## src/pkg/cpm_pkg.sv

```systemverilog
// Constants and types for the core power mode controller
//
// Overview of operation
// - Idle functional units drop to low power automatically.
// - Execution units powered per instructions in flight.
// - Nap stops fetch; only timer and test clocks run.
// - Nap dozes to snoop via quiesce request/acknowledge.
// - Sleep stops snooping and units; PLL stays locked.
// - Core frequency divisible by two or four.
// - Supervisor-only fetch throttle control slows execution.
// - Core clock ratio chosen by six configuration inputs.
// - Status and power indications exposed to system.
package cpm_pkg;

  // Requested power mode codes
  localparam logic [1:0] CPM_MODE_RUN   = 2'h0;
  localparam logic [1:0] CPM_MODE_NAP   = 2'h1;
  localparam logic [1:0] CPM_MODE_SLEEP = 2'h2;
  localparam logic [1:0] CPM_MODE_DEEP  = 2'h3;

  // Core frequency divide codes
  localparam logic [1:0] CPM_DIV_1 = 2'h0;
  localparam logic [1:0] CPM_DIV_2 = 2'h1;
  localparam logic [1:0] CPM_DIV_4 = 2'h2;

  // Widths and reset values
  localparam int          CPM_PLL_CFG_W   = 6;
  localparam int          CPM_THR_IVL_W   = 8;
  localparam logic [5:0]  CPM_PLL_RST     = 6'h00;
  localparam logic [8:0]  CPM_THR_RST     = 9'h000;
  localparam logic [7:0]  CPM_THR_CNT_RST = 8'h00;
  localparam logic [1:0]  CPM_DIV_CNT_RST = 2'h0;

  // Field positions of the fetch throttle control word
  localparam int CPM_THR_EN_BIT = 0;
  localparam int CPM_THR_IVL_LO = 1;

  typedef enum logic [5:0] {
    CPM_ST_RUN   = 6'h01,
    CPM_ST_QREQ  = 6'h02,
    CPM_ST_NAP   = 6'h04,
    CPM_ST_DOZE  = 6'h08,
    CPM_ST_SLEEP = 6'h10,
    CPM_ST_DEEP  = 6'h20
  } cpm_state_t;

endpackage : cpm_pkg

```

## src/hdl/cpm_core_power.sv

```systemverilog
// Core power mode controller: idle gating, modes, divide, fetch throttle
`timescale 1ns/100ps
`default_nettype none
module cpm_core_power
  import cpm_pkg::*;
#(
  parameter int UNITS = 4
) (
  input  wire logic                     clk,
  input  wire logic                     rst_n,
  input  wire logic [UNITS-1:0]         unit_busy,
  input  wire logic [UNITS-1:0]         unit_req,
  input  wire logic                     pm_enter,
  input  wire logic [1:0]               pm_mode,
  input  wire logic                     wake_evt,
  input  wire logic                     qack,
  input  wire logic                     tb_enable,
  input  wire logic [1:0]               core_frequency_divide,
  input  wire logic                     thr_wr,
  input  wire logic                     thr_supervisor,
  input  wire logic [8:0]               thr_wdata,
  input  wire logic [CPM_PLL_CFG_W-1:0] pll_cfg,
  output logic [UNITS-1:0]              unit_pwr_en,
  output logic                          qreq,
  output logic                          fetch_en,
  output logic                          core_clk_en,
  output logic                          snoop_en,
  output logic                          tb_clk_en,
  output logic                          test_clk_en,
  output logic                          pll_run,
  output logic                          pm_nap,
  output logic                          pm_sleep,
  output logic                          pm_deep,
  output logic [8:0]                    fetch_throttle_control,
  output logic [CPM_PLL_CFG_W-1:0]      pll_ratio
);

  cpm_state_t                state;
  cpm_state_t                next_state;
  logic [1:0]                div_cnt;
  logic                      next_tick;
  logic [CPM_THR_IVL_W-1:0]  thr_cnt;
  logic                      thr_ok;
  logic                      pll_cap_done;
  logic                      run_next;

  // Mode sequencing with quiesce handshake
  always_comb begin
    next_state = state;
    unique case (state)
      CPM_ST_RUN: begin
        if (pm_enter && pm_mode != CPM_MODE_RUN) begin
          next_state = CPM_ST_QREQ;
        end
      end
      CPM_ST_QREQ: begin
        if (wake_evt) begin
          next_state = CPM_ST_RUN;
        end else if (qack) begin
          unique case (pm_mode)
            CPM_MODE_SLEEP: next_state = CPM_ST_SLEEP;
            CPM_MODE_DEEP:  next_state = CPM_ST_DEEP;
            default:        next_state = CPM_ST_NAP;
          endcase
        end
      end
      CPM_ST_NAP: begin
        if (wake_evt) begin
          next_state = CPM_ST_RUN;
        end else if (!qack) begin
          next_state = CPM_ST_DOZE;
        end
      end
      CPM_ST_DOZE: begin
        if (wake_evt) begin
          next_state = CPM_ST_RUN;
        end else if (qack) begin
          next_state = CPM_ST_NAP;
        end
      end
      CPM_ST_SLEEP: begin
        if (wake_evt) begin
          next_state = CPM_ST_RUN;
        end
      end
      CPM_ST_DEEP: begin
        // Clean exit relies on the system resetting the core
        if (wake_evt) begin
          next_state = CPM_ST_RUN;
        end
      end
      default: next_state = CPM_ST_RUN;
    endcase
  end

  assign run_next = (next_state == CPM_ST_RUN);

  always_ff @(posedge clk) begin
    if (!rst_n) begin
      state <= CPM_ST_RUN;
    end else begin
      state <= next_state;
    end
  end

  // Status and handshake outputs follow the next state
  always_ff @(posedge clk) begin
    if (!rst_n) begin
      qreq        <= 1'b0;
      snoop_en    <= 1'b1;
      tb_clk_en   <= 1'b0;
      test_clk_en <= 1'b1;
      pll_run     <= 1'b1;
      pm_nap      <= 1'b0;
      pm_sleep    <= 1'b0;
      pm_deep     <= 1'b0;
    end else begin
      qreq        <= !run_next;
      snoop_en    <= run_next || next_state == CPM_ST_DOZE;
      tb_clk_en   <= tb_enable && next_state != CPM_ST_SLEEP
                     && next_state != CPM_ST_DEEP;
      test_clk_en <= next_state != CPM_ST_SLEEP
                     && next_state != CPM_ST_DEEP;
      pll_run     <= next_state != CPM_ST_DEEP;
      pm_nap      <= next_state == CPM_ST_NAP
                     || next_state == CPM_ST_DOZE;
      pm_sleep    <= next_state == CPM_ST_SLEEP;
      pm_deep     <= next_state == CPM_ST_DEEP;
    end
  end

  // Per-unit power: on only while busy or targeted
  genvar gi;
  generate
    for (gi = 0; gi < UNITS; gi++) begin : g_unit
      always_ff @(posedge clk) begin
        if (!rst_n) begin
          unit_pwr_en[gi] <= 1'b0;
        end else begin
          unit_pwr_en[gi] <= run_next
                             && (unit_busy[gi] || unit_req[gi]);
        end
      end
    end
  endgenerate

  // Core clock enable divider
  always_comb begin
    unique case (core_frequency_divide)
      CPM_DIV_2: next_tick = (div_cnt[0] == 1'b0);
      CPM_DIV_4: next_tick = (div_cnt == 2'h0);
      default:   next_tick = 1'b1;
    endcase
  end

  always_ff @(posedge clk) begin
    if (!rst_n) begin
      div_cnt     <= CPM_DIV_CNT_RST;
      core_clk_en <= 1'b0;
    end else begin
      div_cnt     <= run_next ? div_cnt + 2'h1 : CPM_DIV_CNT_RST;
      core_clk_en <= run_next && next_tick;
    end
  end

  // Fetch throttle control, supervisor writes only
  always_ff @(posedge clk) begin
    if (!rst_n) begin
      fetch_throttle_control <= CPM_THR_RST;
    end else if (thr_wr && thr_supervisor) begin
      fetch_throttle_control <= thr_wdata;
    end
  end

  assign thr_ok = !fetch_throttle_control[CPM_THR_EN_BIT]
                  || thr_cnt == CPM_THR_CNT_RST;

  always_ff @(posedge clk) begin
    if (!rst_n) begin
      thr_cnt  <= CPM_THR_CNT_RST;
      fetch_en <= 1'b0;
    end else begin
      if (!run_next || thr_ok) begin
        thr_cnt <= fetch_throttle_control[8:CPM_THR_IVL_LO];
      end else begin
        thr_cnt <= thr_cnt - 8'h01;
      end
      fetch_en <= run_next && next_tick && thr_ok;
    end
  end

  // Ratio straps caught once after reset release
  always_ff @(posedge clk) begin
    if (!rst_n) begin
      pll_ratio    <= CPM_PLL_RST;
      pll_cap_done <= 1'b0;
    end else if (!pll_cap_done) begin
      pll_ratio    <= pll_cfg;
      pll_cap_done <= 1'b1;
    end
  end
endmodule : cpm_core_power
`default_nettype wire

```

## config.mk

```make
export PLATFORM = sky130hd
export DESIGN_NAME = cpm_core_power
export DESIGN_NICKNAME = d
export VERILOG_FILES = /design/src/pkg/cpm_pkg.sv /design/src/hdl/cpm_core_power.sv
export SDC_FILE = /design/constraint.sdc
export NUM_CORES = 1
export LEC_CHECK = 0
export BUFFER_PORTS_ARGS = -buffer_cell sky130_fd_sc_hd__buf_2
export CAP_MARGIN = 10
export CORE_MARGIN = 2
export CORE_UTILIZATION = 54
export CTS_CLUSTER_DIAMETER = 30
export DETAILED_ROUTE_END_ITERATION = 10
export PLACE_DENSITY = 0.95
export SYNTH_ARGS = -nofsm -noshare
export SYNTH_HDL_FRONTEND = slang
export SYNTH_SLANG_ARGS = --single-unit
```

## constraint.sdc

```tcl
create_clock -name clk -period 4.4 [get_ports clk]
set_input_delay 0.22 -clock clk [delete_from_list [all_inputs] [get_ports clk]]
set_output_delay 0.22 -clock clk [all_outputs]
set_load 0.01 [all_outputs]
```

==> results of run 1 <==
## per-layer routing
layer | global-route usage | vias to the layer above
met2 | 0.359 | 70
met4 | 0.0931 | 0
met1 | 0.218 | 762
met3 | 0.0399 | 9
met5 | 0 | -
li1 | - | 848
## kinds of logic after synthesis
group | share of synthesized area
adder cells (fa/ha/maj) | 0.0317
XOR/XNOR | 0.0400
AO/OA/AOI/OAI | 0.178
buffers and inverters | 0.0533
flip-flops | 0.467
AND/OR/NAND/NOR | 0.199
multiplexers | 0.0305
## path summary, 6_finish.rpt
| check | slack, ps | to | cells after the start | startpoint |
|---|---|---|---|---|
| worst max-delay path | 2420 | thr_cnt[1] | 6 | state[2] |
| worst min-delay path | 80 | unit_pwr_en[1] | 3 | unit_busy[1] |
| worst max register to register | 2420 | thr_cnt[1] | 6 | state[2] |
| worst min register to register | 420 | div_cnt[0] | 1 | div_cnt[0] |
## cells in the mapped netlist (2+ instances only)
| library cell | n | area share |
|---|---|---|
| dfxtp_1 | 46 | 0.47 |
| xor2_1 | 2 | 0.0089 |
| nor2_1 | 25 | 0.048 |
| nand2b_1 | 4 | 0.013 |
| a21oi_1 | 20 | 0.051 |
| buf_6 | 2 | 0.011 |
| o22ai_1 | 5 | 0.016 |
| nor2b_1 | 2 | 0.0063 |
| xnor2_1 | 7 | 0.031 |
| o21ai_0 | 3 | 0.0076 |
| buf_2 | 3 | 0.0076 |
| nand3_1 | 10 | 0.025 |
| buf_1 | 3 | 0.0057 |
| and2_1 | 4 | 0.013 |
| nor4_1 | 2 | 0.0063 |
| inv_1 | 11 | 0.021 |
| and3_1 | 4 | 0.013 |
| ha_1 | 5 | 0.032 |
| clkbuf_1 | 3 | 0.0057 |
| nor3_1 | 4 | 0.010 |
| a211oi_2 | 8 | 0.051 |
| mux2i_1 | 6 | 0.030 |
| nand2_1 | 19 | 0.036 |
## worst max-delay path: stages (launching register included)
cell and delay (ps):
dfxtp_1 380, or4_4 580, a21oi_4 160, a21o_4 120, o311ai_4 150, and2_4 270, a211oi_2 210
## sequential cells by signal, indices dropped and copies added, names as in the netlist, 2 cells and up
| register | cells |
|---|---|
| thr_cnt | 8 |
| div_cnt | 2 |
| state | 6 |
| pll_ratio | 6 |
| unit_pwr_en | 4 |
| fetch_throttle_control | 9 |
## where the power goes
part | total (µW) | switching (µW) | internal, µW
logic | 150 | 81.8 | 67.8
registers | 459 | 16.6 | 443
clock network | 187 | 124 | 63.0
## final cells by class
cell class	count	area [µm²]	area share
multi-input combinational	145	945	0.404
sequential	46	921	0.394
timing repair buffer	63	315	0.135
tap	46	57.6	0.0246
inverter	12	45.0	0.0193
clock buffer	6	41.3	0.0177
clock inverter	2	13.8	0.00589
## per-stage QoR
step / area, µm² / cells / power (µW)
floorplan: 1970 / 214 / 570
global placement: 2280 / 312 / 612
detailed placement: 2280 / 312 / 619
CTS: 2340 / 320 / 803
global route: 2340 / 320 / 840
finish: 2340 / 320 / 796
==> run metrics, run 1 <==
most common flop cell mapped by yosys=dfxtp_1; Final Hold Fails=0; max_cap viols=0; Startpoint Class=register; Syn. warnings=0; Rel. slew slack=0.503; Post-CTS Resized=0; sequential-to-total area share from yosys stat=0.467; GPL Wtd Cong=0.942; worst setup margin=2420 ps; Final Skew=12.7 ps; Detailed Route WL=3.98 mm; most common cell after layout, fill and taps aside=buf_2; actual slew at the worst max-slew pin=742 ps; f_max=506 MHz; Initial DRT Pass Iterations=4; Met1 Routed Length=1.65 mm; num rows=21; DRC viols=0; Hold Crit Class=in -> reg; Crit Path Category=reg -> reg; core area=0.00342 mm²; Sinks on Clock Net=46; Pleak=0.00105 µW; Worst Path Max Fanout=12; Post-CTS Setup Bufs=0; Max Buffers Root-to-Sink=2; metal2 WL=2.03 mm; fin. max-slew vios=0; grt ovf=0; worst vdd rail ir drop=298 µV; CTS root buf=clkbuf_4; Period minus WS final=1980 ps; number of fill cells=279; Die Wd=64.4 µm; vias in the first global route=1566; most frequent cells in the layout=buf_2 (63), dfxtp_1 (46), nor2_1 (25); H-tree depth=2; final count of negative-setup-slack endpoints=0; IO Pins=64; Cells after Synth=214; CP required=4640 ps; clk_lat worst skew=340 ps; largest net degree at the start of global routing=27; FFs w/ async S/R, synth=0; synthesized area per cell=9.21 µm²; initial antenna violation count=0; Synth cell types=39; CTS Hold Bufs=0; clock buffer count from CTS=5; first-pass GRT wire length=6.46 mm; EDFF count, synth=0; Initial Utilization=0.577; pre-CTS WS=2460 ps; CP endpoint kind=register; RSZ-0062 raised after global routing=no; layout cells sized above 1=0.307; wire length on met3=234 µm; # nets final=313; Layout area overhead=18.7%; P per Cell Area=340 mW/mm²; Mapped Nets=254; period utilization=0.449; outcome=complete, no violations; Yosys reg bits=46; Die Area=0.00415 mm²; final setup TNS=0 ps; hpwl dp=3.11 mm; ant diodes=0; Hold WS=79.0 ps; CTS tree=built; routed vias/inst=5.28; Clk pin slew, worst setup/hold paths=130 ps; final core utilization=0.685; CP arrival=2220 ps; Avg WL per Cell=12.4 µm; vias=1689; area of the mapped netlist=0.00197 mm²; Post-DRT Antenna Nets=0; Port Buf Inserts=63; Die Ht=64.4 µm; DRT iter0 DRCs=71; gr usage total=0.197; highest routed layer=met4
(Power assumes the default switching activity.)
==> inputs of run 2 (changes only) <==
Settings changed: CORE_UTILIZATION 54 to 45, PLACE_DENSITY 0.95 to 0.87.
Clock period 4.4 ns to 1.59 ns, I/O delays scaled along.
==> run metrics, run 2 (synthesis gave the netlist of run 1 again) <==
Post-DRT Antenna Nets=0; failing checks=negative setup slack; first-pass GRT wire length=7.84 mm; CTS tree=built; Hold Crit Class=in -> reg; CP required=1780 ps; outcome=finished with violations; Die Ht=70.2 µm; grt ovf=0; Hold WS=4.66 ps; Startpoint Class=register; most frequent cells in the layout=buf_2 (63), dfxtp_1 (43), buf_4 (26); Rel. slew slack=0.722; max_cap viols=0; critical path startpoint=state[1]; P per Cell Area=952 mW/mm²; Max Buffers Root-to-Sink=2; # nets final=348; DRT iter0 DRCs=132; final count of negative-setup-slack endpoints=25; clock buffer count from CTS=5; Initial DRT Pass Iterations=6; Worst Path Max Fanout=6; Largest register FFs=9; Top Registers=fetch_throttle_control x9, thr_cnt x8; final setup TNS=-3550 ps; RSZ-0062 raised after global routing=yes; initial antenna violation count=0; clk_lat worst skew=300 ps; largest register by flop count=fetch_throttle_control; worst setup margin=-249 ps; vias=1856; DRC viols=0; Crit Path Category=reg -> reg; CTS root buf=clkbuf_8; Period minus WS final=1840 ps; Detailed Route WL=5.01 mm; Worst Hold Launch=pll_cfg[0]; core area=0.00429 mm²; GPL Wtd Cong=0.894; largest net degree at the start of global routing=18; most common cell after layout, fill and taps aside=buf_2; Layout area overhead=42.9%; H-tree depth=2; Pleak=0.00128 µW; reg2reg start=state[1]; Die Wd=70.2 µm; vias in the first global route=1785; gr usage total=0.201; fin. max-slew vios=0; IO Pins=64; Port Buf Inserts=63; CP arrival=2030 ps; hpwl dp=3.44 mm; Die Area=0.00492 mm²; Clk pin slew, worst setup/hold paths=90 ps; period utilization=1.16; Post-DP Area=0.00245 mm²; Final Skew=12.0 ps; post-route cell area=0.00282 mm²; ant diodes=0; Final Hold Fails=0; f_max=544 MHz; Sinks on Clock Net=46; worst vdd rail ir drop=365 µV; Avg WL per Cell=13.9 µm; CP endpoint kind=register; routed vias/inst=5.14; actual slew at the worst max-slew pin=413 ps; num rows=24; layout cells sized above 1=0.450; Initial Utilization=0.459
## run 2: cell count changes in the layout (fill, tap and decap cells not counted), sizes merged
cell         change
buf             +29
bufinv           +1
dlygate4sd3      +6
clkbuf           -1
## run 2: cell type report
class,instances,area [µm²]
multi-input combinational,145,1070
tap,52,65.1
fill,334,1480
timing repair buffer,98,604
inverter,12,45.0
clock inverter,3,40.0
clock buffer,5,68.8
sequential,46,927
## run 2: per-layer routing
layer  part of all wire  up-vias  GRT usage
met5                  0        -          0
met2               0.54       58      0.365
met4              0.017        0     0.0769
met3              0.048        8     0.0476
li1                   -      916          -
met1               0.40      874      0.226
## run 2: final timing paths
kind / endpoint / slack [ps] / depth (start not counted)
worst max-delay path: fetch_en / -250 / 7
worst max register to register: fetch_en / -250 / 7
worst min-delay path: pll_ratio[0] / 5 / 3
worst min register to register: div_cnt[0] / 470 / 1
## run 2: critical path: stages (launching register included)
cell and delay (ps):
dfxtp_2 350, or4_4 560, a21oi_4 150, a21o_4 130
o311ai_4 130, buf_6 170, and3_4 140, nor2b_1 110
## run 2: stage by stage
stage,std cells,power (µW),utilization,worst slack (ps)
after floorplan,214,1580,-,-186
final,361,2680,0.656,-249
after global placement,339,1740,0.571,-186
after detailed placement,339,1750,0.571,-296
after CTS,358,2650,0.637,-217
after global routing,361,2810,0.656,-304
## run 2: what timing repair did
| item | 4_1_cts | 5_1_grt |
|---|---|---|
| resized for setup | 19 | 15 |
| buffers inserted | 5 | 4 |
| hold buffers | 6 | 0 |
| endpoints found under the setup margin | 25 | 28 |
| pin swaps | 5 | 14 |
| hold endpoints to repair | 4 | 0 |
## run 2: power by group
| part | total (µW) | internal [µW] | switching [µW] |
|---|---|---|---|
| sequential | 1270 | 1220 | 43.4 |
| clock | 835 | 462 | 373 |
| combinational | 581 | 287 | 293 |
